File: config.mk
export PLATFORM = sky130hd
export DESIGN_NAME = phc_core
export DESIGN_NICKNAME = d
export VERILOG_FILES = /design/src/inc/phc_pkg.sv /design/src/hw/phc_core.sv
export SDC_FILE = /design/constraint.sdc
export NUM_CORES = 1
export LEC_CHECK = 0
export BUFFER_PORTS_ARGS = -buffer_cell sky130_fd_sc_hd__buf_2
export CORE_MARGIN = 10
export CORE_UTILIZATION = 66
export DETAILED_ROUTE_END_ITERATION = 7
export GPL_TIMING_DRIVEN = 0
export PLACE_DENSITY_LB_ADDON = 0.15
export SYNTH_ARGS = -nofsm -noshare
export SYNTH_HDL_FRONTEND = slang
export SYNTH_SLANG_ARGS = --single-unit
File: constraint.sdc
create_clock -name clk -period 7.9 [get_ports clk]
set_input_delay 0.79 -clock clk [delete_from_list [all_inputs] [get_ports clk]]
set_output_delay 0.79 -clock clk [all_outputs]
set_load 0.03 [all_outputs]
File: src/inc/phc_pkg.sv
// Package: register map, field positions, reset values and counts
package phc_pkg;
  // ==========================================================
  // Register byte offsets
  localparam logic [7:0] OFS_CTRL    = 8'h00;
  localparam logic [7:0] OFS_SLOTS   = 8'h04;
  localparam logic [7:0] OFS_MASK    = 8'h08;
  localparam logic [7:0] OFS_RTD     = 8'h0C;
  localparam logic [7:0] OFS_STATUS  = 8'h10;
  localparam logic [7:0] OFS_CTLBYTE = 8'h14;
  localparam logic [7:0] OFS_TXDATA  = 8'h20;
  localparam logic [7:0] OFS_RXDATA  = 8'h30;
  // ==========================================================
  // Control register fields
  localparam int CB_LINEAR    = 0;
  localparam int CB_TX_A_EN   = 1;
  localparam int CB_TX_B_EN   = 2;
  localparam int CB_RX_FROM_B = 3;
  localparam int CB_CUTOFF    = 4;
  localparam int CB_ACTIVE    = 5;
  localparam int CB_SIGNAL    = 6;
  localparam int CB_INT_OD    = 7;
  localparam int CB_TXINT_ARM = 8;
  localparam int CB_MUX_EN    = 9;
  localparam int CB_CSLOT_LO  = 10;
  localparam int CTRL_W       = 13;
  // ==========================================================
  // Reset values
  localparam logic [12:0] CTRL_RST  = 13'h0000;
  localparam logic [31:0] SLOTS_RST = 32'h0302_0100;
  localparam logic [7:0]  MASK_RST  = 8'hFF;
  localparam logic [15:0] SYNC_RST  = 16'h00A0;  // Idle pins: chip select and reset pin high
  // ==========================================================
  // Counts
  localparam logic [4:0] CS_RST_EDGES = 5'h10;
  localparam int         SYNC_W       = 16;
  localparam int         POS_W        = 10;
endpackage

File: src/hw/phc_core.sv
// PCM highway, serial control port and interrupt pins of a four-channel codec
//
// Chosen here: the address map and the Avalon-MM register port.
`timescale 1ns/100ps
// Functional notes
// - Control bytes move MSB first, one bit per shift-clock period.
// - Control data pin driven only while sending read data.
// - Companded: one byte per channel per frame in its slot, MSB first.
// - Linear: two consecutive bytes per channel per frame received.
// - Transmit 8-bit bursts, 16-bit for linear or signalling, on A/B/both.
// - Transmit outputs float outside slots, on cutoff, or when neither active nor signalling.
// - Frame sync marks time slot 0, clock slot 0.
// - Interrupt low when any unmasked real-time input bit changes.
// - Armed transmit-data interrupt also asserts the interrupt output.
// - Interrupt held until causing register read or any reset.
// - Interrupt driver selectable push-pull or open-drain.
// - Each real-time input bit has its own interrupt mask.
// - Detector mux select output usable when clocked from PCM clock.
// - Low on reset pin returns device to default state.
// - Slot-active open-drain outputs low exactly while highway driven.
// - Chip select low 16 shift edges resets device at release.
// - Host shift clock moves control data, at most 4.096 MHz.
module phc_core #(
  parameter int NCH = 4
) (
  // Clock and reset
  input  wire logic        clk,
  input  wire logic        rst,
  // Avalon-MM slave
  input  wire logic [7:0]  address,
  input  wire logic        read,
  input  wire logic        write,
  input  wire logic [31:0] writedata,
  output logic [31:0]      readdata,
  output logic             waitrequest,
  // PCM highway pins
  input  wire logic        pcm_clk,
  input  wire logic        frame_sync,
  input  wire logic        pcm_rx_a,
  input  wire logic        pcm_rx_b,
  output logic             pcm_tx_a,
  output logic             pcm_tx_a_oe,
  output logic             pcm_tx_b,
  output logic             pcm_tx_b_oe,
  output logic             slot_active_a_n,
  output logic             slot_active_a_oe,
  output logic             slot_active_b_n,
  output logic             slot_active_b_oe,
  // Serial control port pins
  input  wire logic        ctl_shift_clock,
  input  wire logic        ctl_cs_n,
  input  wire logic        serial_ctl_data_in,
  output logic             serial_ctl_data_out,
  output logic             serial_ctl_data_oe,
  // Line inputs, reset pin, interrupt, mux select
  input  wire logic [7:0]  rtd_in,
  input  wire logic        reset_pin_n,
  output logic             int_n,
  output logic             int_oe,
  output logic             detector_mux_select,
  output logic             detector_mux_oe
);
  // ==========================================================
  // Pin synchronisers: three stages, change accepted when 2 and 3 agree
  logic [phc_pkg::SYNC_W-1:0] s1_r, s2_r, s3_r, pf_r;
  wire  [phc_pkg::SYNC_W-1:0] pins = {rtd_in, reset_pin_n, serial_ctl_data_in, ctl_cs_n,
                                      ctl_shift_clock, pcm_rx_b, pcm_rx_a, frame_sync, pcm_clk};
  always_ff @(posedge clk) begin
    if (rst) begin
      s1_r <= phc_pkg::SYNC_RST;
      s2_r <= phc_pkg::SYNC_RST;
      s3_r <= phc_pkg::SYNC_RST;
      pf_r <= phc_pkg::SYNC_RST;
    end else begin
      s1_r <= pins;
      s2_r <= s1_r;
      s3_r <= s2_r;
      pf_r <= (s2_r & s3_r) | (pf_r & (s2_r | s3_r));
    end
  end
  wire       pclk_f = pf_r[0];
  wire       fs_f   = pf_r[1];
  wire       ctl_shift_clock_f = pf_r[4];
  wire       cs_n_f = pf_r[5];
  wire       din_f  = pf_r[6];
  wire       rpin_f = pf_r[7];
  wire [7:0] rtd_f  = pf_r[15:8];

  // ==========================================================
  // Edge detection and combined reset
  logic pclk_d_r, ctl_shift_clock_d_r, cs_d_r, cs_rst_r;
  wire  pcm_rise = pclk_f & ~pclk_d_r;
  wire  pcm_fall = ~pclk_f & pclk_d_r;
  wire  ctl_shift_clock_rise = ctl_shift_clock_f & ~ctl_shift_clock_d_r;
  wire  rst_all = rst | ~rpin_f | cs_rst_r;

  // ==========================================================
  // Registers and bus handshake
  logic [phc_pkg::CTRL_W-1:0] ctrl_r;
  logic [31:0]                slots_r;
  logic [7:0]                 mask_r, rtd_prev_r, rtd_pend_r, ctl_rx_r, ctl_tx_r;
  logic [63:0]                txd_r;
  logic [63:0]                rx_all;
  logic                       tx_pend_r, ctl_new_r;
  wire  wr_acc = write & ~waitrequest;
  wire  rd_acc = read & ~waitrequest;
  wire  wide_rx  = ctrl_r[phc_pkg::CB_LINEAR];
  wire  wide_tx  = ctrl_r[phc_pkg::CB_LINEAR] | ctrl_r[phc_pkg::CB_SIGNAL];
  wire  tx_ok    = ~ctrl_r[phc_pkg::CB_CUTOFF] &
                   (ctrl_r[phc_pkg::CB_ACTIVE] | ctrl_r[phc_pkg::CB_SIGNAL]);
  wire  [2:0] cslot = ctrl_r[phc_pkg::CB_CSLOT_LO +: 3];

  // Address decode and read selection
  wire  a_ctrl  = address == phc_pkg::OFS_CTRL;
  wire  a_slots = address == phc_pkg::OFS_SLOTS;
  wire  a_mask  = address == phc_pkg::OFS_MASK;
  wire  a_rtd   = address == phc_pkg::OFS_RTD;
  wire  a_stat  = address == phc_pkg::OFS_STATUS;
  wire  a_cbyte = address == phc_pkg::OFS_CTLBYTE;
  wire  a_tx    = address[7:4] == phc_pkg::OFS_TXDATA[7:4];
  wire  a_rx    = address[7:4] == phc_pkg::OFS_RXDATA[7:4];
  wire  [5:0] lane = {address[3:2], 4'h0};
  wire  [31:0] rd_mux =
    a_ctrl  ? {19'h0_0000, ctrl_r} :
    a_slots ? slots_r :
    a_mask  ? {24'h00_0000, mask_r} :
    a_rtd   ? {24'h00_0000, rtd_f} :
    a_stat  ? {22'h00_0000, ctl_new_r, tx_pend_r, rtd_pend_r} :
    a_cbyte ? {24'h00_0000, ctl_rx_r} :
    a_tx    ? {16'h0000, txd_r[lane +: 16]} :
    a_rx    ? {16'h0000, rx_all[lane +: 16]} : 32'h0000_0000;

  // Handshake: one wait cycle, then accept
  always_ff @(posedge clk) begin
    if (rst) begin
      waitrequest <= 1'b1;
      readdata    <= 32'h0000_0000;
    end else begin
      waitrequest <= ~((read | write) & waitrequest);
      if (read & waitrequest)
        readdata <= rd_mux;
    end
  end

  // Software-written registers
  always_ff @(posedge clk) begin
    if (rst_all) begin
      ctrl_r   <= phc_pkg::CTRL_RST;
      slots_r  <= phc_pkg::SLOTS_RST;
      mask_r   <= phc_pkg::MASK_RST;
      ctl_tx_r <= 8'h00;
      txd_r    <= 64'h0000_0000_0000_0000;
    end else if (wr_acc) begin
      if (a_ctrl)  ctrl_r   <= writedata[phc_pkg::CTRL_W-1:0];
      if (a_slots) slots_r  <= writedata;
      if (a_mask)  mask_r   <= writedata[7:0];
      if (a_cbyte) ctl_tx_r <= writedata[7:0];
      if (a_tx)    txd_r[lane +: 16] <= writedata[15:0];
    end
  end

  // ==========================================================
  // Frame position counter on PCM clock rising edge
  logic [phc_pkg::POS_W-1:0] pos_r;
  logic                      rise_d_r, frame_r;
  wire  [phc_pkg::POS_W-1:0] pos_eff = pos_r - {7'h00, cslot};
  always_ff @(posedge clk) begin
    if (rst_all) begin
      pos_r    <= 10'h000;
      rise_d_r <= 1'b0;
      frame_r  <= 1'b0;
    end else begin
      rise_d_r <= pcm_rise;
      frame_r  <= pcm_rise & fs_f;
      if (pcm_rise)
        pos_r <= fs_f ? 10'h000 : pos_r + 10'h001;
    end
  end

  // ==========================================================
  // Per-channel slot match, receive shift and transmit bit
  logic [NCH-1:0] tx_hit, tx_bit;
  wire  rx_bit = ctrl_r[phc_pkg::CB_RX_FROM_B] ? pf_r[3] : pf_r[2];
  genvar g;
  generate
    for (g = 0; g < NCH; g++) begin : g_ch
      logic [15:0] sh_r, rxd_r;
      wire  [6:0]  slot = slots_r[g*8 +: 7];
      wire         s0   = pos_eff[9:3] == slot;
      wire         s1   = pos_eff[9:3] == slot + 7'h01;
      wire  [3:0]  idx  = {s1, pos_eff[2:0]};
      wire         rx_hit = s0 | (wide_rx & s1);
      assign tx_hit[g] = s0 | (wide_tx & s1);
      assign tx_bit[g] = wide_tx ? txd_r[g*16 + 15 - idx] :
                                   txd_r[g*16 + 7 - pos_eff[2:0]];
      assign rx_all[g*16 +: 16] = rxd_r;
      // Receive MSB first on falling edge, snapshot at frame start
      always_ff @(posedge clk) begin
        if (rst_all) begin
          sh_r  <= 16'h0000;
          rxd_r <= 16'h0000;
        end else begin
          if (pcm_fall & rx_hit)
            sh_r <= {sh_r[14:0], rx_bit};
          if (frame_r)
            rxd_r <= sh_r;
        end
      end
    end
  endgenerate

  // Transmit outputs and slot-active strobes
  wire any_hit = |tx_hit;
  wire any_bit = |(tx_hit & tx_bit);
  wire drv_a   = any_hit & tx_ok & ctrl_r[phc_pkg::CB_TX_A_EN];
  wire drv_b   = any_hit & tx_ok & ctrl_r[phc_pkg::CB_TX_B_EN];
  always_ff @(posedge clk) begin
    if (rst_all) begin
      pcm_tx_a         <= 1'b0;
      pcm_tx_b         <= 1'b0;
      pcm_tx_a_oe      <= 1'b0;
      pcm_tx_b_oe      <= 1'b0;
      slot_active_a_n  <= 1'b0;
      slot_active_b_n  <= 1'b0;
      slot_active_a_oe <= 1'b0;
      slot_active_b_oe <= 1'b0;
    end else if (rise_d_r | ~tx_ok) begin
      pcm_tx_a         <= any_bit;
      pcm_tx_b         <= any_bit;
      pcm_tx_a_oe      <= drv_a;
      pcm_tx_b_oe      <= drv_b;
      slot_active_a_oe <= drv_a;
      slot_active_b_oe <= drv_b;
    end
  end

  // ==========================================================
  // Serial control port: command byte, then data byte in or out
  logic [4:0] cs_cnt_r;
  logic [2:0] bit_r;
  logic [7:0] ish_r, osh_r;
  logic       cmd_done_r, rd_mode_r;
  wire        byte_end = ctl_shift_clock_rise & ~cs_n_f & (bit_r == 3'h7);
  wire [7:0]  ish_nxt  = {ish_r[6:0], din_f};
  always_ff @(posedge clk) begin
    if (rst) begin
      ctl_shift_clock_d_r <= 1'b0;
      pclk_d_r <= 1'b0;
      cs_d_r   <= 1'b1;
      cs_rst_r <= 1'b0;
      cs_cnt_r <= 5'h00;
    end else begin
      ctl_shift_clock_d_r <= ctl_shift_clock_f;
      pclk_d_r <= pclk_f;
      cs_d_r   <= cs_n_f;
      cs_rst_r <= cs_n_f & ~cs_d_r & (cs_cnt_r >= phc_pkg::CS_RST_EDGES);
      if (cs_n_f)
        cs_cnt_r <= 5'h00;
      else if (ctl_shift_clock_rise & (cs_cnt_r < phc_pkg::CS_RST_EDGES))
        cs_cnt_r <= cs_cnt_r + 5'h01;
    end
  end

  // Shift logic; output only during the read data byte
  always_ff @(posedge clk) begin
    if (rst_all | cs_n_f) begin
      bit_r               <= 3'h0;
      ish_r               <= 8'h00;
      osh_r               <= 8'h00;
      cmd_done_r          <= 1'b0;
      rd_mode_r           <= 1'b0;
      serial_ctl_data_out <= 1'b0;
      serial_ctl_data_oe  <= 1'b0;
    end else if (ctl_shift_clock_rise) begin
      bit_r <= bit_r + 3'h1;
      ish_r <= ish_nxt;
      if (byte_end & ~cmd_done_r) begin
        cmd_done_r          <= 1'b1;
        rd_mode_r           <= ish_nxt[7];
        osh_r               <= {ctl_tx_r[6:0], 1'b0};
        serial_ctl_data_out <= ctl_tx_r[7];
        serial_ctl_data_oe  <= ish_nxt[7];
      end else if (byte_end) begin
        cmd_done_r          <= 1'b0;
        rd_mode_r           <= 1'b0;
        serial_ctl_data_oe  <= 1'b0;
      end else if (rd_mode_r) begin
        serial_ctl_data_out <= osh_r[7];
        osh_r               <= {osh_r[6:0], 1'b0};
      end
    end
  end

  // ==========================================================
  // Pending events; a new event wins over a read-clear
  wire rtd_ev  = |((rtd_f ^ rtd_prev_r) & ~mask_r);
  wire wbyte   = byte_end & cmd_done_r & ~rd_mode_r & ~cs_n_f;
  always_ff @(posedge clk) begin
    if (rst_all) begin
      rtd_prev_r <= 8'h00;
      rtd_pend_r <= 8'h00;
      tx_pend_r  <= 1'b0;
      ctl_new_r  <= 1'b0;
      ctl_rx_r   <= 8'h00;
    end else begin
      rtd_prev_r <= rtd_f;
      rtd_pend_r <= (rd_acc & a_rtd ? 8'h00 : rtd_pend_r) |
                    ((rtd_f ^ rtd_prev_r) & ~mask_r);
      tx_pend_r  <= (tx_pend_r & ~(rd_acc & a_stat)) |
                    (frame_r & ctrl_r[phc_pkg::CB_TXINT_ARM]);
      ctl_new_r  <= (ctl_new_r & ~(rd_acc & a_stat)) | wbyte;
      if (wbyte)
        ctl_rx_r <= ish_nxt;
    end
  end

  // Interrupt driver and detector mux select
  wire irq = |rtd_pend_r | tx_pend_r | rtd_ev;
  always_ff @(posedge clk) begin
    if (rst_all) begin
      int_n               <= 1'b1;
      int_oe              <= 1'b1;
      detector_mux_select <= 1'b0;
      detector_mux_oe     <= 1'b0;
    end else begin
      int_n  <= ctrl_r[phc_pkg::CB_INT_OD] ? 1'b0 : ~irq;
      int_oe <= ctrl_r[phc_pkg::CB_INT_OD] ? irq : 1'b1;
      detector_mux_oe <= ctrl_r[phc_pkg::CB_MUX_EN];
      if (frame_r & ctrl_r[phc_pkg::CB_MUX_EN])
        detector_mux_select <= ~detector_mux_select;
    end
  end
endmodule // phc_core

==> summary.txt <==
Logic synthesis
  – Post-synth EDFFs: 0
  – Yosys cell types: 73
  – Async S/R FF share, synth: 0%
  – Yosys reg bits: between 400 and 500
  – Cell taking the most area after synthesis: dfxtp_1
  – Top FF cell, synth: dfxtp_1
  – Sequential share of the synthesized area: ~45%
  – Cells after synthesis: 2037
  – Synthesized area: 0.0188 mm2
  – Post-synth top area share: 45.1%
  – Syn avg cell area: between 9 and 10 um2
  – Top cells by area, synth: dfxtp_1 45%, mux2i_1 8.6%, mux4_2 5.7%
  – Synth cell count leaders: 424 x dfxtp_1, 268 x nand2_1, 238 x nor2_1, 166 x a21oi_1, 161 x mux2i_1
  – Most common cell in the synthesized netlist: dfxtp_1
  – Syn. warnings: 0

Setup path
  – CP required: ~8.3 ns
  – Crit path kind: reg2reg
  – Reg2Reg Setup Slack: around 3.2 ns
  – R2r endpoint: g_ch[3].sh_r[11]
  – Worst setup startpoint: pos_r[2]
  – Setup crit end kind: flop
  – Reg2Reg Depth: 10
  – CP arrival: 5.10 ns
  – CP max FO: 10
  – Startpoint Class: flop
  – Origin of the critical flop-to-flop path: pos_r[2]

Timing
  – Tcrit/Tclk final: 59.4%
  – Fin. Hold Viols: 0
  – RSZ-0062 raised after global routing: no
  – Fmax: 0.213 GHz
  – Measured slew at the worst slew-check pin: 1.35 ns
  – Fin crit period: 4.69 ns
  – Final hold slack: between 0.4 and 0.5 ns
  – Final setup violating endpoints: 0
  – Slew Limit Fails: 0
  – Rel. slew slack: under 10%
  – Worst clock skew: 0.0150 ns
  – Setup TNS: 0 ns

Pwr
  – Total power: between 0.004 and 0.005 W
  – Psw: 0.000963 W
  – Static leakage: 7.91 nW
  – Pwr Density: 207 mW/mm2
  – Pint: 0.00342 W
  – Sequential power share: 49.2%
  – Combinational power share: 3.6%
  – Net Sw Frac: 22.0%
  – VDD IR max: 0.207 mV
  – Clk pwr share: approximately 47%

Drt
  – Final wirelength: 56600 um
  – Vias/cell: between 6 and 7
  – DRC: 0
  – Routed Antenna Nets: 0
  – Drt wl/cell: 21.9 um
  – Pre-antenna DRT Iters: 6
  – Drt first-iter violations: approximately 1900
  – Vias: 16200

Worst hold path
  – Hold WC Path Type: reg2reg
  – Hold endpoint: s2_r[7]
  – HP Start: s1_r[7]
  – Hold path depth: 1

CTS
  – CTS buffer count: 42
  – CTS Sinks: 424
  – Post_cts resized: 0
  – CTS tree: built
  – Clock latency on the worst-skew pair: roughly 0.55 ns
  – Worst-case clock buffer depth: 3
  – Clock transition at path regs: 0.06 ns
  – Root Buffer: clkbuf_16
  – CTS Hold Bufs: 0
  – Post-CTS setup buffers: 0
  – H-Tree Level Count: 2

Floorplan
  – FP Rows: ~60
  – Ports: 107
  – Core area: 0.0280 mm2
  – Die H: 189 um
  – Initial Util: 67.3%
  – Die area: 0.0357 mm2
  – Die Wd: 189 um

Global route
  – Initial antenna violation count: 1
  – GRT met2 Usage: 52.1%
  – Number of global-route vias before repair: 15800
  – Gr ovfl total: 0
  – Largest net degree at the start of global routing: 15
  – Total track usage: 30.8%
  – Met1 GRT Util: roughly 38%
  – M3 GR Usage: 5.53%
  – Global route hottest layer: met2
  – First-pass GRT wire length: about 88000 um

Placed design
  – DPL Wire Length: roughly 42000 um
  – # placed instances: 2511
  – GP Congestion: just under 1
  – Port bufs: 95
  – Placed instance area: 0.0198 mm2

Cells and area
  – Final non-filler cell total: 2586
  – Share of post-route cells with drive strength above 1: 11.7%
  – Layout fillers: between 2000 and 2500
  – Layout area overhead: 12.7%
  – Design area: 0.0212 mm2
  – Fin nets: 2254

Status
  – Status: finished clean

Flow run
  – Max-capacitance violation count: 0
worst max-delay path, cell delays in order (launching register included):
cell	delay, ns
dfxtp_1	0.51
ha_1	0.36
and3b_1	0.20
clkbuf_1	0.18
o31ai_1	0.99
nand2_1	0.46
o32ai_1	0.64
a41oi_2	0.52
buf_2	0.39
mux2i_1	0.22
nor2_1	0.07
registers in the layout (all words and copies together) (netlist names), 10 cells and up:
register,count
s1_r,16
g_ch.rxd_r,64
slots_r,32
txd_r,64
pos_r,10
readdata,32
pf_r,16
ctrl_r,13
s2_r,16
s3_r,16
g_ch.sh_r,64
placed cells by master, fill, tap and decap left out, drive strengths merged, types with 6 or more instances in the layout:
cell	instances
buf	129
a2111oi	6
clkbuf	183
a21oi	167
nand3b	6
o31ai	7
a221oi	8
mux2	14
dfxtp	424
nand3	109
mux4	48
nor4	7
nand2b	10
mux2i	161
nand2	268
a211oi	20
xnor2	23
ha	16
a22oi	23
nor2b	53
nor3	19
nand4	9
or3	13
o211ai	12
and2	12
xor2	21
nor2	238
xnor3	18
inv	19
o21ai	45
a221o	7
and3	27
or2	12
power groups by stage:
| stage | combinational, W | clock, W | sequential, W |
|---|---|---|---|
| floorplan | 0.0000820 | 0 | 0.00221 |
| global placement | 0.000152 | 0 | 0.00221 |
| detailed placement | 0.000155 | 0 | 0.00221 |
| CTS | 0.000156 | 0.00207 | 0.00216 |
| global route | 0.000168 | 0.00217 | 0.00216 |
| finish | 0.000160 | 0.00207 | 0.00216 |
kinds of logic after synthesis:
| family | after synthesis | synth area share (%) |
|---|---|---|
| compound gates | 335 | 11.1 |
| xor+xnor | 62 | 4.20 |
| fa+ha+maj | 17 | 1.17 |
| buf+inv | 172 | 3.85 |
| flops | 424 | 45.1 |
| mux | 223 | 15.1 |
| other cells | 1 | 0.0199 |
| simple gates | 803 | 19.5 |
metrics by stage:
step                      utilization (%)  setup slack (ns)
final                                75.8              3.21
after global routing                 75.8              3.12
after CTS                            75.8              3.42
after detailed placement             70.7              3.17
after global placement               70.7              2.80
after floorplan                         -              4.29
metal layers:
metal	wire length (um)	part of all wire, %
met1	22000	39
met2	27100	48
met3	4990	8.8
met4	2480	4.4
met5	0	0
worst max path at each step:
stage | to | slack (ns) | depth (start not counted)
after global placement | readdata[24] | 2.80 | 13
after floorplan | readdata[21] | 4.29 | 12
after detailed placement | readdata[23] | 3.17 | 13
final | g_ch[3].sh_r[11] | 3.21 | 10
after CTS | g_ch[3].sh_r[11] | 3.42 | 10
after global routing | g_ch[3].sh_r[9] | 3.12 | 11
area by class of cell:
| type | instances | area [um2] | area share (%) |
|---|---|---|---|
| antenna | 1 | 2.50 | 0.0118 |
| tap | 378 | 473 | 2.23 |
| timing repair buffer | 95 | 475 | 2.24 |
| inverter | 15 | 56.3 | 0.265 |
| clock buffer | 60 | 1200 | 5.65 |
| sequential | 424 | 8490 | 40.0 |
| multi-input combinational | 1442 | 9630 | 45.4 |
| clock inverter | 14 | 224 | 1.06 |
| buffer | 157 | 668 | 3.15 |
Power figures use the tool's default switching activity.
